File: src/common/watchdog_consts.vh
/*
 Constants for the watchdog reset timer: register offsets, field positions,
 reset values and timing counts. Assumes a 200 MHz system clock.
*/
`ifndef WATCHDOG_CONSTS_VH
`define WATCHDOG_CONSTS_VH

// Word offsets on the Wishbone bus (byte addresses)
`define WDG_OFS_COUNTER 4'h0
`define WDG_OFS_CONTROL 4'h4
`define WDG_OFS_STATUS 4'h8

// Field positions in the guard counter register
`define WDG_BIT_ACTIVE 0
`define WDG_BIT_SOFT_RESET 1
`define WDG_COUNTER_RESET 8'hFE

// Control register fields
`define WDG_CTL_HW_OPTION 0
`define WDG_CTL_EXT_STOP 1
`define WDG_CTL_STOP_REQ 2
`define WDG_CTL_EXIT_STOP 3

// Status register fields
`define WDG_STA_STOPPED 0
`define WDG_STA_WAITING 1
`define WDG_STA_RESET 2

// Timing
`define WDG_PERIOD_CYCLES 3072
`define WDG_CLK_MHZ 200
`define WDG_RESET_PULSE_NS 500
`define WDG_RESET_PULSE_CYCLES ((`WDG_RESET_PULSE_NS * `WDG_CLK_MHZ) / 1000)

`endif

File: src/verilog/watchdog_prescaler.v
/*
 Divider producing one-cycle tick every PERIOD system clocks.
 Assumes a synchronous restart request from the parent.
*/
`timescale 1ns/10ps
module watchdog_prescaler #(
    parameter PERIOD = 3072
) (
    input wire clk_sys,
    input wire reset_n,
    input wire restart,
    input wire run,
    output reg tick_ff
);
    reg [11:0] count_ff;
    wire last = (count_ff == PERIOD[11:0] - 12'h001);

    always @(posedge clk_sys or negedge reset_n)
    begin
        if (!reset_n)
        begin
            count_ff <= 12'h000;
            tick_ff <= 1'b0;
        end
        else if (restart)
        begin
            count_ff <= 12'h000;
            tick_ff <= 1'b0;
        end
        else if (run)
        begin
            count_ff <= last ? 12'h000 : count_ff + 12'h001;
            tick_ff <= last;
        end
        else
        begin
            tick_ff <= 1'b0;
        end
    end
endmodule // watchdog_prescaler

File: src/verilog/watchdog_reset_timer.v
/*
 Watchdog reset timer with a classic Wishbone slave for its registers.
 Assumes a single 200 MHz clock and synchronous pin inputs.
*/
// Design decisions made here: the Wishbone register port and the address map.
// What this block does
// RULE_01: Count down once every 3072 clocks
// RULE_02: Timeout programmable in 64 steps
// RULE_03: Hardware option: always active, writes ignored
// RULE_04: Hardware option: active bit read unreliable
// RULE_05: Software option: inactive until software sets
// RULE_06: Once active, cannot clear until reset
// RULE_07: Active and soft-reset bit zero: reset
// RULE_08: Software reloads register before expiry
// RULE_09: Software reloads only FEh down 02h
// RULE_10: Delay bits count decrements before reset
// RULE_11: Clearing soft-reset bit while active resets
// RULE_12: Inactive counter is 7-bit reversed timer
// RULE_13: Software reads timer twice to validate
// RULE_14: 8 MHz oscillator gives 384 us step
// RULE_15: Keep counting during WAIT mode
// RULE_16: Inactive watchdog: STOP enters STOP
// RULE_17: Active, no external control: STOP as WAIT
// RULE_18: External control, NMI low: STOP as WAIT
// RULE_19: External control, NMI high: freeze, STOP
// RULE_20: Leaving STOP resumes counting from frozen
// RULE_21: Delay bits reversed in 7:2, LSB bit7
// RULE_22: Register resets to 1111 1110
// RULE_23: Inactive: soft-reset bit is timer MSB
// RULE_24: Write loads counter, restarts period
// RULE_25: Reset request held fixed cycle count
`timescale 1ns/10ps
`include "watchdog_consts.vh"
module watchdog_reset_timer #(
    parameter PERIOD = `WDG_PERIOD_CYCLES, // see RULE_14
    parameter PULSE = `WDG_RESET_PULSE_CYCLES
) (
    input wire clk_sys,
    input wire reset_n,
    input wire wb_cyc_i,
    input wire wb_stb_i,
    input wire wb_we_i,
    input wire [3:0] wb_adr_i,
    input wire [3:0] wb_sel_i,
    input wire [31:0] wb_dat_i,
    output reg [31:0] wb_dat_o,
    output reg wb_ack_o,
    input wire nmi_level,
    output reg mcu_reset_n_ff,
    output reg stop_mode_ff,
    output reg wait_mode_ff
);
    localparam ST_RUN = 3'b001;
    localparam ST_STOP = 3'b010;
    localparam ST_RST = 3'b100;

    // Physical counter: bit 6 is the soft-reset bit, bits 5:0 the delay
    reg [6:0] counter_ff;
    reg active_ff;
    reg hw_option_ff;
    reg ext_stop_ff;
    reg [2:0] state_ff;
    reg [2:0] nxt_state;
    reg [15:0] pulse_ff;
    reg [6:0] nxt_counter;
    reg nxt_active;

    wire req = wb_cyc_i && wb_stb_i && !wb_ack_o;
    wire wr = req && wb_we_i && wb_sel_i[0];
    wire wr_cnt = wr && (wb_adr_i == `WDG_OFS_COUNTER);
    wire wr_ctl = wr && (wb_adr_i == `WDG_OFS_CONTROL);
    wire tick;
    wire restart = wr_cnt;
    wire is_active = active_ff || hw_option_ff;

    // Reverse delay bits into register order
    function [7:0] to_reg;
        input [6:0] cnt;
        input act;
        integer i;
        begin
            for (i = 0; i < 6; i = i + 1)
                to_reg[7 - i] = cnt[i];
            to_reg[1] = cnt[6];
            to_reg[0] = act;
        end
    endfunction

    function [6:0] from_reg;
        input [7:0] r;
        integer i;
        begin
            for (i = 0; i < 6; i = i + 1)
                from_reg[i] = r[7 - i];
            from_reg[6] = r[1];
        end
    endfunction

    // Decrement stalls in STOP and while the reset pulse is out
    watchdog_prescaler #(
        .PERIOD(PERIOD)
    ) u_prescaler (
        .clk_sys(clk_sys),
        .reset_n(reset_n),
        .restart(restart),
        .run(state_ff == ST_RUN), // see RULE_15 see RULE_20
        .tick_ff(tick)
    );

    always @*
    begin
        nxt_counter = counter_ff;
        nxt_active = active_ff;
        if (wr_cnt)
        begin
            nxt_counter = from_reg(wb_dat_i[7:0]); // see RULE_24 see RULE_21
            if (wb_dat_i[`WDG_BIT_ACTIVE])
                nxt_active = 1'b1; // see RULE_05 see RULE_06
        end
        else if (tick)
        begin
            nxt_counter = counter_ff - 7'h01; // see RULE_01 see RULE_02 see RULE_10 see RULE_12
        end
    end

    always @*
    begin
        nxt_state = state_ff;
        case (state_ff)
            ST_RUN:
            begin
                // Soft-reset bit low while active, by decrement or by write
                if (is_active && !nxt_counter[6])
                    nxt_state = ST_RST; // see RULE_07 see RULE_11 see RULE_23
                else if (wr_ctl && wb_dat_i[`WDG_CTL_STOP_REQ])
                begin
                    if (!is_active)
                        nxt_state = ST_STOP; // see RULE_16
                    else if (ext_stop_ff && nmi_level)
                        nxt_state = ST_STOP; // see RULE_19
                end
            end
            ST_STOP:
            begin
                if (wr_ctl && wb_dat_i[`WDG_CTL_EXIT_STOP])
                    nxt_state = ST_RUN; // see RULE_20
            end
            ST_RST:
            begin
                if (pulse_ff == 16'h0001)
                    nxt_state = ST_RUN; // see RULE_25
            end
            default:
                nxt_state = ST_RUN;
        endcase
    end

    always @(posedge clk_sys or negedge reset_n)
    begin
        if (!reset_n)
        begin
            counter_ff <= 7'h7F; // see RULE_22
            active_ff <= 1'b0;
            hw_option_ff <= 1'b0;
            ext_stop_ff <= 1'b0;
            state_ff <= ST_RUN;
            pulse_ff <= 16'h0000;
            mcu_reset_n_ff <= 1'b1;
            stop_mode_ff <= 1'b0;
            wait_mode_ff <= 1'b0;
        end
        else
        begin
            state_ff <= nxt_state;
            if (nxt_state == ST_RST && state_ff != ST_RST)
            begin
                // The pulse reloads the counter and clears the active bit; the option bits keep their values
                pulse_ff <= PULSE[15:0];
                counter_ff <= 7'h7F;
                active_ff <= 1'b0;
                mcu_reset_n_ff <= 1'b0; // see RULE_07 see RULE_25
            end
            else if (state_ff == ST_RST)
            begin
                pulse_ff <= pulse_ff - 16'h0001;
                mcu_reset_n_ff <= (pulse_ff == 16'h0001);
            end
            else
            begin
                counter_ff <= nxt_counter;
                active_ff <= nxt_active;
            end
            if (wr_ctl)
            begin
                // The hardware option bit is taken only while the watchdog is still inactive; ext stop always
                if (!is_active)
                    hw_option_ff <= wb_dat_i[`WDG_CTL_HW_OPTION]; // see RULE_03
                ext_stop_ff <= wb_dat_i[`WDG_CTL_EXT_STOP];
            end
            stop_mode_ff <= (nxt_state == ST_STOP);
            if (wr_ctl && wb_dat_i[`WDG_CTL_STOP_REQ] && nxt_state == ST_RUN && is_active)
                wait_mode_ff <= 1'b1; // see RULE_17 see RULE_18
            else if (wr_ctl && wb_dat_i[`WDG_CTL_EXIT_STOP])
                wait_mode_ff <= 1'b0;
        end
    end

    // Wishbone slave: one wait state, ack for one cycle
    always @(posedge clk_sys or negedge reset_n)
    begin
        if (!reset_n)
        begin
            wb_ack_o <= 1'b0;
            wb_dat_o <= 32'h00000000;
        end
        else
        begin
            wb_ack_o <= req;
            wb_dat_o <= 32'h00000000;
            if (req && !wb_we_i)
            begin
                case (wb_adr_i)
                    `WDG_OFS_COUNTER:
                        wb_dat_o[7:0] <= to_reg(counter_ff, is_active); // see RULE_04 see RULE_21
                    `WDG_OFS_CONTROL:
                        wb_dat_o[1:0] <= {ext_stop_ff, hw_option_ff};
                    `WDG_OFS_STATUS:
                        wb_dat_o[2:0] <= {state_ff == ST_RST, wait_mode_ff, stop_mode_ff};
                    default:
                        wb_dat_o <= 32'h00000000;
                endcase
            end
        end
    end
endmodule // watchdog_reset_timer
File: config.mk
export PLATFORM = sky130hd
export DESIGN_NAME = watchdog_reset_timer
export DESIGN_NICKNAME = d
export VERILOG_FILES = /design/src/verilog/watchdog_prescaler.v /design/src/verilog/watchdog_reset_timer.v
export VERILOG_INCLUDE_DIRS = /design/src /design/src/common
export SDC_FILE = /design/constraint.sdc
export NUM_CORES = 1
export LEC_CHECK = 0
export BUFFER_PORTS_ARGS = -buffer_cell sky130_fd_sc_hd__buf_2
export CORE_MARGIN = 5
export CORE_UTILIZATION = 40
export DETAILED_ROUTE_END_ITERATION = 16
export GPL_TIMING_DRIVEN = 0
export PLACE_DENSITY = 0.66
export SYNTH_ARGS = -nofsm -noshare
export SYNTH_HDL_FRONTEND = slang
export SYNTH_SLANG_ARGS = --single-unit
File: constraint.sdc
create_clock -name clk_sys -period 2.7 [get_ports clk_sys]
set_input_delay 0.135 -clock clk_sys [delete_from_list [all_inputs] [get_ports clk_sys]]
set_output_delay 0.135 -clock clk_sys [all_outputs]
set_load 0.05 [all_outputs]
* Word-level counts from Yosys, hierarchy flattened *
Cells that the tools add are included.

operators by class
  equality and inequality tests = 12
  $lt $le $gt $ge = 0
  add/subtract/negate cells = 3
  bitwise logic cells = 1
  shift operators = 0
  multipliers = 0
  div/mod/pow operators = 0
  reduce and logical (&&, ||, !) cells = 28
  multiplexer cells = 30

operator list
  operator                                                              number
  12-bit two-way mux                                                    3
  16-bit two-way mux                                                    2
  7-bit two-way mux                                                     4
  3-bit two-way mux                                                     6
  16-bit by 1-bit == test with 1-bit output, second input constant      1
  16-bit by 1-bit subtractor with 16-bit output, second input constant  1
  1-bit logical AND                                                     14
  12-bit by 1-bit adder with 12-bit output, second input constant       1
  12-bit == test, second input constant                                 1
  1-bit two-way mux                                                     10
  2-bit nonzero test                                                    5
  3-bit one-hot mux with 3 select lines                                 1
  8-bit two-way mux                                                     1
  7-bit by 1-bit subtractor with 7-bit output, second input constant    1
  3-bit by 1-bit == test with 1-bit output, second input constant       2
  3-bit by 2-bit == test with 1-bit output, second input constant       2
  3-bit == test, second input constant                                  2
  2-bit one-hot mux with 3 select lines                                 1
  5-bit two-way mux                                                     1
  4-bit by 3-bit == test with 1-bit output, second input constant       1
  4-bit == test, second input constant                                  1
  4-bit logical NOT                                                     1
  2-bit AND reduction                                                   2
  1-bit logical NOT                                                     3
  other kinds (7)                                                       7

word-level totals
  latch bits = 0
  memories = 0
  register bits = 78
  input bits = 46
  output and inout port bits = 36
  RAM bits = 0
  bits in read-only memories = 0

* Longest topological paths before layout *
Gate-level depths: netlist of run 1.

  depth after elaboration = 14
  gate-level depth with buffers = 8
  gate-level depth less buffers = 7

* Cells and area by module *
From an unflattened synthesis of run 1, not the netlist that was laid out.

unflattened totals
  cells, all modules = 321
  area, all modules = 3,111.7 µm²

by module, submodules not included
  module                area each (µm²)  cells each  instances
  watchdog_reset_timer  2,384.8          253         1
  watchdog_prescaler    726.9            68          1

* Worst setup path after synthesis of run 1 *
Ideal clock, no wire load.

  path kind = reg-to-reg
  from = reg pulse_ff[5]
  to = reg pulse_ff[13]
  cell stages (with the launch flop) = 6
  data arrival time = 2.127 ns
  slack = 0.499 ns
  setup time = 0.074 ns
  cell sequence = dfrtp_1 or4_4 or3_4 or2_4 or4b_4 o21ai_2

on the way
  word-level cells in the longest chain between the ends = 6

ends and longest elaborated chain
  element                                                          line                        RTL
  from (decl)                                                      watchdog_reset_timer.v:64   reg [15:0] pulse_ff;
  from (signal assigned)                                           watchdog_reset_timer.v:178  pulse_ff <= PULSE[15:0];
  from (signal assigned)                                           watchdog_reset_timer.v:185  pulse_ff <= pulse_ff - 16'h0001;
  16-bit by 1-bit == test with 1-bit output                        watchdog_reset_timer.v:150  if (pulse_ff == 16'h0001)
  3-bit two-way mux                                                watchdog_reset_timer.v:150
  3-bit one-hot mux with 3 select lines                            watchdog_reset_timer.v:129  case (state_ff)
  3-bit == test                                                    watchdog_reset_timer.v:175  if (nxt_state == ST_RST && state_ff != ST_RST)
  1-bit logical AND                                                watchdog_reset_timer.v:175
  16-bit two-way mux / 2-bit nonzero test (equally long branches)  --

Parallel ways exist; a longest one is shown, timed or not. The select of a mux whose other input is x is not followed.
A chain may end at the register's enable or synchronous reset.

* Worst setup path in the final report of run 1 *
  from = reg counter_ff[0]
  to = reg pulse_ff[8]

on the way
  word-level cells in the longest chain between the ends = 10

ends and longest elaborated chain
  element                                                          line                        RTL
  from (decl)                                                      watchdog_reset_timer.v:58   reg [6:0] counter_ff;
  from (signal assigned)                                           watchdog_reset_timer.v:190  counter_ff <= nxt_counter;
  7-bit by 1-bit subtractor with 7-bit output (*)                  watchdog_reset_timer.v:122  nxt_counter = counter_ff - 7'h01;
  7-bit two-way mux (*)                                            watchdog_reset_timer.v:120  else if (tick)
  7-bit two-way mux (*)                                            watchdog_reset_timer.v:114  if (wr_cnt)
  1-bit logical NOT (*)                                            watchdog_reset_timer.v:133  if (is_active && !nxt_counter[6])
  1-bit logical AND (*)                                            watchdog_reset_timer.v:133
  3-bit two-way mux (*)                                            watchdog_reset_timer.v:133
  3-bit one-hot mux with 3 select lines (*)                        watchdog_reset_timer.v:129
  3-bit == test (*)                                                watchdog_reset_timer.v:175
  1-bit logical AND (*)                                            watchdog_reset_timer.v:175
  16-bit two-way mux / 2-bit nonzero test (equally long branches)  --

Every way passes the cells marked *; elsewhere a longest branch is shown, timed or not. The select of a mux whose other input is x is not followed.

==> results by stage, run 1 <==
Timing:
- The worst hold margin is 53.09 ps.
- The max-slew headroom at the worst pin is a little over half.
- The total negative setup slack is 0 ps.
- Setup repair after global routing left no endpoint under its margin.
- The slew at the pin with the worst max-slew slack is around 680 ps.
- The final hold violation count is 0.
- Setup violations remaining at the end of the flow were counted as 0.
- The peak clock frequency supported by timing is 411.4 MHz.
- The shortest clock period the worst path allows after layout is 2431 ps.
- The fraction of the cycle the final worst path needs is 90.02%.
- The count of pins over their slew limit is 0.
- On the final layout, the worst clock skew is 12.96 ps.

Power and ir drop:
- The analysis attributes to cell leakage a power of 1.622 nW.
- The relative contribution of sequential cells to total power is between 50% and 60%.
- The net switching power figure is 1.021 mW.
- The cell internal power dissipation is between 1.5 and 2 mW.
- The proportion of total power due to net switching is 37.43%.
- The clock network accounts for between 10% and 20% of the total power.
- The combinational fraction of design power is 30.1%.
- Dividing total power by cell area gives a power density of 773.8 nW/um^2.
- The completed layout was analyzed and its total power is about 2.7 mW.
- The peak supply drop is 0.2625 mV.

Yosys:
- Counting every instance in the synthesized netlist gives around 330.
- The cell area that synthesis handed to floorplanning was 3030 um^2.
- Counting flops with an async set or reset pin after synthesis yields a share of 100.0%.
- In this run, distinct cell masters in the synthesized netlist total 57.
- After synthesis, the mean cell area works out to 9.239 um^2.
- The count of flip-flops with a built-in enable after synthesis is 0.
- Summing the sequential cell areas from Yosys gives 44.96% of the chip area.
- The post-synthesis register bit count is between 50 and 60.
- Yosys printed 0 warnings.
- The predominant post-synthesis flop cell is sky130_fd_sc_hd__dfrtp_1.

Route:
- The final route contains 2486 vias.
- The final wirelength is 6343 um.
- In the routed design, unresolved DRC markers number 0.
- The average vias per placed instance is 5.084.
- The number of nets with antenna violations after detailed routing is 0.
- The number of iterations in the first detailed-routing pass is 5.
- Dividing the detail-routed wire length by the instance count gives 12.97 um.
- The first routing iteration left 114 violations.

Placed design:
- Detailed placement finished with a half-perimeter wire length of between 4000 and 5000 um.
- The placer's final routability congestion estimate is 0.7884.
- The count of input and output buffers is 30.

Clock tree:
- Clock tree synthesis selected as its root buffer the cell sky130_fd_sc_hd__clkbuf_8.
- The post-CTS setup buffer count is 0.
- The number of sinks driven by the clock tree is between 50 and 60.
- The worst-skew pair later-pin latency is between 300 and 400 ps.
- The clock transition at the registers of the reported paths is 100 ps.
- The clock buffer count from CTS is 5.
- The number of buffers between clock root and the deepest sink is 2.
- The level count of the clock H-tree is 2.
- The clock tree from TritonCTS is built.

Critical path:
- The data required time at the worst endpoint is around 2900 ps.
- The launch instance of the worst register-to-register path is counter_ff[0].
- For the worst flop-to-flop path, the logic depth is 8.
- The reg-to-reg endpoint is pulse_ff[8].
- Along the worst path, the maximum fanout reaches 10.
- The slack of the worst reg-to-reg path is ~270 ps.
- The worst setup path is launched from a flop.
- STA classifies the critical path endpoint as a flop.
- By startpoint and endpoint, the worst setup path is classified as flop to flop.
- The endpoint arrival time on the critical path is 2610 ps.
- The master of the slowest instance on the critical path is sky130_fd_sc_hd__dfstp_2.
- The signal on the critical path passes through inv_1 > ha_1 > nor4bb_2 > and3_1 > o31ai_2 > and2_1 > buf_2 > o21ai_0.
- The delay of the slowest critical-path stage is 580 ps.

Die:
- In this run the count of I/O pins placed on the die edge is 82.
- The die covers 9417 um^2.
- The number of placement rows is 31.
- The placeable core region is 7331 um^2.
- The initial utilization of the core area, before any placement, comes to 41.34%.
- The die boundary width is roughly 97 um.
- The die span in y is 97.04 um.

GRT:
- The total global routing overflow is 0.
- The pin count of the biggest net entering global routing is 55.
- The number of global-route vias before repair is 2382.
- The aggregate global-route resource usage is 13.86%.
- The number of antenna violations at the first check in global routing is 0.
- The first global-routing pass estimated 11100 um of wire.

Final layout:
- The sequential cell area is 1363 um^2.
- The final layout contains 439 nets.
- The repair_antennas step left the layout with diodes totalling 0.
- Leaving out fill and tap cells, the most frequent cell in the layout is sky130_fd_sc_hd__dfrtp_1.
- In the layout the commonest cells are 45 x sky130_fd_sc_hd__dfrtp_1, 41 x sky130_fd_sc_hd__nand2_1, 30 x sky130_fd_sc_hd__buf_2, 26 x sky130_fd_sc_hd__nor2_1, 25 x sky130_fd_sc_hd__buf_4.
- The total of fill cells in the finished design is around 690.
- Summing all multi-input logic gate instances after layout gives 1528 um^2.
- The layout overhead on the synthesized area is 16.31%.
- The share of cells above drive strength 1 is roughly 25%.

Hold path:
- The number of stages on the worst hold path is 2.
- In this run the most critical hold path is launched from wb_adr_i[2].
- The path class of the tightest hold or removal check is input port to flop.
- The path with the worst hold slack has its endpoint at wb_dat_o[2].

Run:
- The tool flagged a number of max-cap violations equal to 0.

Outcome:
- The flow ran to the end, and the final reports show no timing, DRC or antenna violations.
state kept, by name, summed over array words and instances, names as in the netlist:
register and cells:
wb_dat_o 8, ext_stop_ff 1, hw_option_ff 1, u_prescaler.count_ff 12
stop_mode_ff 1, counter_ff 7, mcu_reset_n_ff 1, pulse_ff 16
u_prescaler.tick_ff 1, wb_ack_o 1, state_ff 3, active_ff 1
wait_mode_ff 1
how the worst max path moves through the flow:
| stage | startpoint | endpoint | slack (ps) | cells after the start |
|---|---|---|---|---|
| 2_1_floorplan | pulse_ff[5] | pulse_ff[13] | 500 | 5 |
| 3_3_place_gp | counter_ff[0] | pulse_ff[9] | 60 | 8 |
| 3_5_place_dp | counter_ff[0] | pulse_ff[9] | 80 | 8 |
| 4_1_cts | counter_ff[0] | pulse_ff[9] | 40 | 8 |
| 5_1_grt | counter_ff[0] | pulse_ff[10] | 80 | 8 |
| 6_report | counter_ff[0] | pulse_ff[8] | 270 | 8 |
logic make-up after synthesis:
kind of cell,after synthesis,synth area share [%]
AND/OR/NAND/NOR,146,26.38
multiplexers,10,3.592
flip-flops,54,44.96
AO/OA/AOI/OAI,69,14.00
XOR/XNOR,5,1.445
buffers and inverters,39,7.844
other,1,0.1237
adder cells (fa/ha/maj),4,1.652
worst max-delay path: cells and delay by family, from the launching register on:
| family | cells | cell delay, ps |
|---|---|---|
| fa+ha+maj | 1 | 230 |
| simple gates | 3 | 670 |
| flops | 1 | 580 |
| compound gates | 2 | 510 |
| buf+inv | 2 | 310 |
repair_timing:
action	in CTS	in global routing
hold buffers	0	1
endpoints found under the setup margin	0	14
hold endpoints to repair	0	45
gates resized for setup	0	2
final cells by class:
| cell class | instances | share of cell area, % |
|---|---|---|
| well taps | 99 | 3.514 |
| clock inverters | 2 | 1.065 |
| inverters | 7 | 0.7455 |
| plain buffers | 32 | 5.999 |
| multi-input cells | 258 | 43.34 |
| flip-flops and latches | 54 | 38.66 |
| clock buffers | 6 | 2.059 |
| repair buffers | 31 | 4.615 |
synthesized netlist by cell type, drive strengths merged (2+ instances only):
cell type | count | area share (%)
nand2b | 4 | 0.83
nand3 | 11 | 1.8
mux2 | 7 | 2.6
a31oi | 2 | 0.41
or4 | 4 | 1.1
buf | 26 | 6.2
o41ai | 3 | 0.87
mux2i | 3 | 0.99
o22ai | 6 | 1.2
o21ai | 22 | 3.8
a311oi | 2 | 0.58
o31ai | 3 | 0.74
ha | 4 | 1.7
or4b | 4 | 1.4
dfstp | 9 | 7.8
and4 | 5 | 1.4
nor2 | 26 | 3.2
nand4 | 5 | 1.0
nand2 | 41 | 5.1
and3b | 2 | 0.58
a21oi | 20 | 3.3
nor4b | 2 | 0.58
and3 | 5 | 1.0
or3 | 6 | 1.5
and2 | 8 | 1.7
o21a | 2 | 0.50
a31o | 2 | 0.58
nor3 | 8 | 1.3
or2 | 5 | 1.1
nor2b | 4 | 0.83
dfrtp | 45 | 37
xor2 | 4 | 1.2
inv | 7 | 0.87
clkbuf | 6 | 0.74
through the flow:
stage	std cells	instance area, um^2	util, %	setup slack, ps
global route	489	3525	48.08	81.68
detailed placement	480	3391	46.25	76.87
floorplan	351	3117	-	498.6
finish	489	3525	48.08	269.5
global placement	480	3391	46.25	56.06
CTS	488	3501	47.76	40.43
power by group through the flow:
stage / clock, mW / sequential, mW / combinational, mW
6_report: 0.539 / 1.37 / 0.821
5_1_grt: 0.584 / 1.41 / 0.948
2_1_floorplan: 0 / 1.31 / 0.657
3_3_place_gp: 0 / 1.36 / 0.796
3_5_place_dp: 0 / 1.37 / 0.817
4_1_cts: 0.558 / 1.36 / 0.821
routing by layer:
layer / track usage (%) / routed length (um)
met1: 18.91 / 3092
met5: 0 / 0
met3: 3.309 / 304
met2: 21.34 / 2818
met4: 5.076 / 127
(Power assumes the default switching activity.)
==> run 2, diff against run 1 <==
REMOVE_ABC_BUFFERS = 1   (was unset)
==> run 2 against run 1 <==
Sequential power hardly changed; global-route usage shrank 0.81 points; wire length shrank 2.6%; flip-flop and latch count unchanged; utilization is 2.9 points lower; cell count down 6.5%; clock-buffer cell count fell by 1; combinational power is 5.1% lower; power shrank 1.7%; first-iteration DRC count decreased by 7.0%; die area is the same; worst hold slack gained 8.9 ps.
==> results by stage, run 2 (same netlist as run 1, synthesis figures left out) <==
Outcome:
- The run finished with clean final reports.

Final layout:
- The commonest non-fill, non-tap cell in the layout is sky130_fd_sc_hd__dfrtp_1.
- The final core area utilization was 45.21% (-2.9 points).
- The total of fill cells in the finished design is 705 (+1.7%).
- The flip-flop count of the largest register after layout came to 16 (unchanged).
- The top cell types in the final layout, fill and taps aside, are 45 x sky130_fd_sc_hd__dfrtp_1, 41 x sky130_fd_sc_hd__nand2_1, 29 x sky130_fd_sc_hd__buf_2, 26 x sky130_fd_sc_hd__nor2_1, 24 x sky130_fd_sc_hd__conb_1.
- The multi-input combinational cell area is 1530 um^2 (+0.16%).
- The number of nets in the layout came to 407 (-7.3%).
- The register with the most flip-flops in the final layout is pulse_ff.
- The sequential cell area is 1363 um^2 (unchanged).
- Compared with the post-synthesis result, the final layout area differs by 9.372%.
- The share of cells above drive strength 1 came to 20.95% (-4.4 points).
- In the final layout, the registers with the most flip-flops are pulse_ff (16), u_prescaler.count_ff (12), wb_dat_o (8).
- The final standard cell area without fillers is 3314 um^2 (-6.0%).
- The total inserted antenna cells is 0 (unchanged).

Critical path:
- The largest fanout of any net on the critical path was 17 (+7).
- The worst setup path is captured at a flop.
- The worst setup path is launched from a flop.
- The kind of cell with the highest combined delay on the critical path is simple AND/OR/NAND/NOR gates.
- The master of the slowest instance on the critical path is sky130_fd_sc_hd__nor3b_4.
- The data required time at the worst endpoint came to 2940 ps (+60 ps).
- The buffering stage count on the worst path with inverters included is 0 (-2).
- The worst-case reg-to-reg path depth was 5 (-3).
- The endpoint arrival time on the critical path was 2750 ps (+140 ps).
- The delay of the slowest critical-path stage is 640 ps (+60 ps).
- In this run the critical register-to-register path is launched from state_ff[1].
- The start-to-end type of the worst setup path is flop to flop.
- The worst register-to-register path ends at pulse_ff[13].
- The critical path goes through nor3b_4 > nand4_1 > or2_4 > or4b_4 > o21ai_2.
- The slack of the worst reg-to-reg path is 190 ps (-80 ps).

Hold path:
- The startpoint identified for the worst hold timing path is wb_adr_i[2].
- The hold path endpoint is wb_dat_o[2].
- The number of stages on the worst hold path is 2 (unchanged).
- The type of the most critical hold path is input port to flop.

Placed design:
- The post-placement worst setup slack is -42.83 ps (-119.7 ps).
- The count of input and output buffers is 30 (unchanged).
- The total placed instance area is 3179 um^2 (-6.2%).
- The post-DP HPWL is 4371 um (-6.1%).
- The placer's final routability congestion estimate is 0.7875 (-0.11%).

Power and ir drop:
- The peak supply drop came to 0.2745 mV (+4.6%).
- The leakage power figure is 1.481 nW (-8.7%).
- The power density of the placed cells was 809.0 nW/um^2 (+4.5%).
- The overall power consumption was 2.681 mW (-1.7%).

Route:
- The number of DRC violations after detailed-routing iteration 0 is 106 (-7.0%).
- The detailed-route via count was 2348 (-5.6%).
- The post-detailed-route wirelength per cell was 13.51 um (+4.2%).
- The final wirelength was 6175 um (-2.6%).
- The DRC violation count after routing is 0 (unchanged).
- The number of iterations in the first detailed-routing pass is 4 (-1).
- The number of nets with antenna violations after detailed routing is 0 (unchanged).
- The average vias per placed instance came to 5.138 (+1.1%).

Timing:
- The total of endpoints with negative setup slack in the final report was 0 (unchanged).
- The peak clock frequency supported by timing is 398.0 MHz (-3.3%).
- The final hold violation count is 0 (unchanged).
- The setup slack of the critical path after layout is 187.5 ps (-82.01 ps).
- The count of pins over their slew limit is 0 (unchanged).
- The fraction of the cycle the final worst path needs was 93.06% (+3.0 points).
- The max-slew headroom at the worst pin is 46.36% (-8.5 points).
- The slew at the pin with the worst max-slew slack is 804.6 ps (+127.7 ps).
- The setup clock skew after layout is 6.605 ps (-6.360 ps).
- The shortest clock period the worst path allows after layout is 2513 ps (+82.02 ps).
- The worst hold margin came to 61.94 ps (+8.854 ps).
- Setup repair after global routing left no endpoint under its margin.

Clock tree:
- The post-CTS setup buffer count came to 0 (unchanged).
- The worst-skew pair later-pin latency is 310 ps (about the same).
- The clock transition at the registers of the reported paths came to 90 ps (about the same).
- The number of sinks driven by the clock tree is 54 (unchanged).
- In this run the clock root is driven by a sky130_fd_sc_hd__clkbuf_8.
- The clock buffer count from CTS came to 5 (unchanged).
- The level count of the clock H-tree is 2 (unchanged).
- TritonCTS built the clock tree.
- The number of buffers between clock root and the deepest sink was 2 (unchanged).

GRT:
- The pin count of the biggest net entering global routing was 55 (unchanged).
- The number of antenna violations at the first check in global routing was 0 (unchanged).
- The number of global-route vias before repair was 2140 (-10%).
- The global-route wire length before repair is 10360 um (-6.7%).
- The aggregate global-route resource usage is 13.05% (-0.81 points).
- The total global routing overflow came to 0 (unchanged).

Die:
- The top-level I/O count is 82 (unchanged).
- The die span in y is 97.04 um (unchanged).
- The die boundary width is 97.04 um (unchanged).
- The placeable core region is 7331 um^2 (unchanged).
- The initial core utilization was 41.34% (unchanged).
- The die footprint is 9417 um^2 (unchanged).
- The number of placement rows is 31 (unchanged).

Run:
- The max capacitance violation total was 0 (unchanged).
run 2: through the flow:
step	instances	setup TNS (ps)
after floorplan	319	0
after global placement	448	-32.62
after detailed placement	448	-42.83
after CTS	456	0
after global routing	457	0
final	457	0
run 2: timing repair:
item / 4_1_cts / 5_1_grt
resized for setup: 2 / 1
hold buffers: 0 / 1
endpoints found under the hold margin: 0 / 45
setup endpoints to repair: 5 / 13
run 2: worst reg2reg max path, delay by kind of cell, from the launching register on:
family / cells / cell delay, ps
AOI/OAI and AO/OA: 1 / 70
DFF: 1 / 470
and+or+nand+nor: 4 / 1900
run 2: where the power goes:
group | leakage (nW) | switching [mW] | internal, mW
registers | 0.662 | 0.274 | 1.10
logic | 0.761 | 0.470 | 0.309
clock network | 0.0579 | 0.259 | 0.273
total | 1.48 | 1.00 | 1.68
run 2: worst max path at each step:
stage	slack, ps	start	endpoint	cells after the start
CTS	120	counter_ff[0]	mcu_reset_n_ff	7
floorplan	450	wb_ack_o	pulse_ff[0]	5
detailed placement	-40	state_ff[1]	pulse_ff[13]	5
global route	40	counter_ff[0]	mcu_reset_n_ff	7
global placement	-30	state_ff[1]	pulse_ff[13]	5
finish	190	state_ff[1]	pulse_ff[13]	5
run 2: final cells by class:
type	instances	area share (%)
Clock inverter	3	1.208
Clock buffer	5	2.076
Timing Repair Buffer	31	4.908
Sequential cell	54	41.11
Multi-Input combinational cell	258	46.17
Tap cell	99	3.737
Inverter	7	0.7928
run 2: layer usage:
layer,global-route usage [%],up-vias,part of all wire (%)
met4,3.672,0,1.1
li1,-,1184,-
met5,0,-,0
met1,17.72,1103,49
met3,3.453,8,5.1
met2,20.49,53,45
==> run 3, diff against run 2 <==
clock period = 3.19 ns   (was 2.7 ns; I/O delays follow)
==> run 3 against run 2 <==
Non-clock buffer count did not move; utilization shrank 0.19 points; register-to-register slack gained 220 ps; worst hold slack better by 21 ps; global-route usage about the same; critical path type unchanged; first-iteration DRC count up 1.9%; largest power group unchanged; clock-buffer cell count did not move; clock skew barely moved; critical endpoint unchanged.
==> results by stage, run 3 (same netlist as run 1, synthesis figures left out) <==
Clock tree:
- The clock transition at the registers of the reported paths is 100 ps (about the same).
- The post-CTS setup buffer count is 0 (unchanged).
- The clock tree from TritonCTS is built.
- The number of buffers between clock root and the deepest sink is 2 (unchanged).
- The clock buffer count from CTS is 5 (unchanged).
- The number of sinks driven by the clock tree is 54 (unchanged).
- The worst-skew pair later-pin latency is 310 ps (about the same).
- The library cell used as clock root buffer is sky130_fd_sc_hd__clkbuf_8.
- The level count of the clock H-tree came to 2 (unchanged).

Route:
- The post-detailed-route wirelength per cell is 13.51 um (about the same).
- The DRC violation count after routing is 0 (unchanged).
- The final wirelength came to 6172 um (about the same).
- The number of nets with antenna violations after detailed routing was 0 (unchanged).
- The average vias per placed instance was 5.193 (+1.1%).
- The detailed-route via count is 2373 (+1.1%).
- The number of iterations in the first detailed-routing pass came to 4 (unchanged).
- The number of DRC violations after detailed-routing iteration 0 is 108 (+1.9%).

GRT:
- The number of global-route vias before repair is 2146 (+0.28%).
- The met3 track utilization from global routing is 3.453% (unchanged).
- The number of antenna violations at the first check in global routing is 0 (unchanged).
- The met1 track utilization from global routing is 17.72% (unchanged).
- The pin count of the biggest net entering global routing is 55 (unchanged).
- The global-route wire length before repair is 10370 um (+0.14%).
- The met2 usage is 20.54% (+0.053 points).
- The aggregate global-route resource usage is 13.06% (+0.015 points).
- met2 is the most crowded layer.
- The total global routing overflow is 0 (unchanged).

Critical path:
- The launch instance of the worst register-to-register path is state_ff[1].
- The critical path is of the flop to flop type.
- The endpoint arrival time on the critical path is 3010 ps (+260 ps).
- The largest fanout of any net on the critical path is 17 (unchanged).
- The reg-to-reg endpoint is pulse_ff[13].
- STA classifies the critical path endpoint as a flop.
- The worst setup path is launched from a flop.
- The slack of the worst reg-to-reg path is 410 ps (+220 ps).
- The worst-case reg-to-reg path depth is 5 (unchanged).
- The data required time at the worst endpoint is 3430 ps (+490 ps).

Power and ir drop:
- The power density of the placed cells came to 687.2 nW/um^2 (-15%).
- The leakage power figure is 1.480 nW (about the same).
- The peak supply drop came to 0.2324 mV (-15%).

Hold path:
- The type of the most critical hold path is input port to flop.
- The source of the worst hold timing path is wb_adr_i[2].
- The number of stages on the worst hold path is 2 (unchanged).
- The path with the worst hold slack has its endpoint at wb_dat_o[2].

Placed design:
- The post-placement worst setup slack is 447.2 ps (+490.0 ps).
- The post-DP HPWL is 4371 um (unchanged).
- The placer's final routability congestion estimate is 0.7875 (unchanged).
- The count of input and output buffers came to 30 (unchanged).

Final layout:
- From synthesis to final layout, the design area changed by 8.918%.
- The total of fill cells in the finished design is 710 (+0.71%).
- In the layout the commonest cells are 45 x sky130_fd_sc_hd__dfrtp_1, 41 x sky130_fd_sc_hd__nand2_1, 29 x sky130_fd_sc_hd__buf_2, 26 x sky130_fd_sc_hd__nor2_1, 24 x sky130_fd_sc_hd__conb_1.
- The largest registers in the layout are pulse_ff (16), u_prescaler.count_ff (12), wb_dat_o (8).
- The number of nets in the layout is 407 (unchanged).
- The flip-flop count of the largest register after layout is 16 (unchanged).
- The sequential cell area was 1363 um^2 (unchanged).
- The share of cells above drive strength 1 is 20.39% (-0.56 points).
- The commonest non-fill, non-tap cell in the layout is sky130_fd_sc_hd__dfrtp_1.
- The final core area utilization is 45.02% (-0.19 points).
- The multi-input combinational cell area is 1516 um^2 (-0.90%).
- The top register by number of flip-flops is pulse_ff.
- The total inserted antenna cells is 0 (unchanged).

Run:
- The max capacitance violation total is 0 (unchanged).

Die:
- The initial core utilization came to 41.34% (unchanged).
- The die footprint is 9417 um^2 (unchanged).
- The placeable core region was 7331 um^2 (unchanged).
- The number of placement rows is 31 (unchanged).
- The top-level I/O count is 82 (unchanged).
- The die boundary width is 97.04 um (unchanged).
- The die span in y came to 97.04 um (unchanged).

Timing:
- The shortest clock period the worst path allows after layout was 2779 ps (+266.3 ps).
- The final hold violation count is 0 (unchanged).
- The max-slew headroom at the worst pin was 29.44% (-17 points).
- The setup slack of the critical path after layout came to 411.2 ps (+223.7 ps).
- The setup clock skew after layout is 6.557 ps (-0.04744 ps).
- The total of endpoints with negative setup slack in the final report is 0 (unchanged).
- The slew at the pin with the worst max-slew slack is 1054 ps (+249.2 ps).
- The worst hold margin is 83.28 ps (+21.34 ps).
- The fraction of the cycle the final worst path needs is 87.11% (-5.9 points).
- The total negative setup slack is 0 ps (unchanged).
- The count of pins over their slew limit was 0 (unchanged).
- The peak clock frequency supported by timing came to 359.9 MHz (-9.6%).
- Setup repair after global routing left no endpoint under its margin.

Outcome:
- The flow ran to the end, and the final reports show no timing, DRC or antenna violations.
[run 3: how the worst max path moves through the flow]
stage                         to  slack, ps          start  cells past startpoint
finish              pulse_ff[13]        410    state_ff[1]                      5
global route         pulse_ff[8]        180  counter_ff[0]                      7
CTS                 pulse_ff[13]        410    state_ff[1]                      5
detailed placement  pulse_ff[13]        450    state_ff[1]                      5
global placement    pulse_ff[13]        460    state_ff[1]                      5
floorplan            pulse_ff[0]        940       wb_ack_o                      5
[run 3: area by class of cell]
class,instances,area share (%)
multi-input combinational,258,45.94
sequential,54,41.28
timing repair buffer,31,4.928
tap,99,3.753
clock buffer,5,2.085
clock inverter,3,1.213
inverter,7,0.7961
[run 3: critical path, stage by stage (launching register included)]
cell and delay [ps]:
sky130_fd_sc_hd__dfrtp_1 460, sky130_fd_sc_hd__nor3b_2 890, sky130_fd_sc_hd__nand4_1 410, sky130_fd_sc_hd__or2_4 360, sky130_fd_sc_hd__or4b_4 510, sky130_fd_sc_hd__o21ai_2 70
[run 3: repair_timing]
| action | CTS | global route |
|---|---|---|
| hold buffers | 0 | 1 |
| resized for setup | 0 | 0 |
| endpoints found under the hold margin | 0 | 45 |
[run 3: metrics by stage]
stage	instances	power [mW]	instance area, um^2
5_1_grt	457	2.453	3301
2_1_floorplan	319	1.639	2905
3_3_place_gp	448	1.796	3179
4_1_cts	456	2.285	3288
6_report	457	2.268	3301
3_5_place_dp	448	1.823	3179
[run 3: layer usage]
metal	vias up	wire length, um	share of wire, %
met4	0	68	1.1
li1	1183	-	-
met2	60	2768	45
met5	-	0	0
met1	1122	3001	49
met3	8	333	5.4
[run 3: where the power goes]
group | switching, mW | leakage [nW] | internal, mW
Clock | 0.222 | 0.0579 | 0.231
Combinational | 0.399 | 0.760 | 0.261
Sequential | 0.228 | 0.662 | 0.927
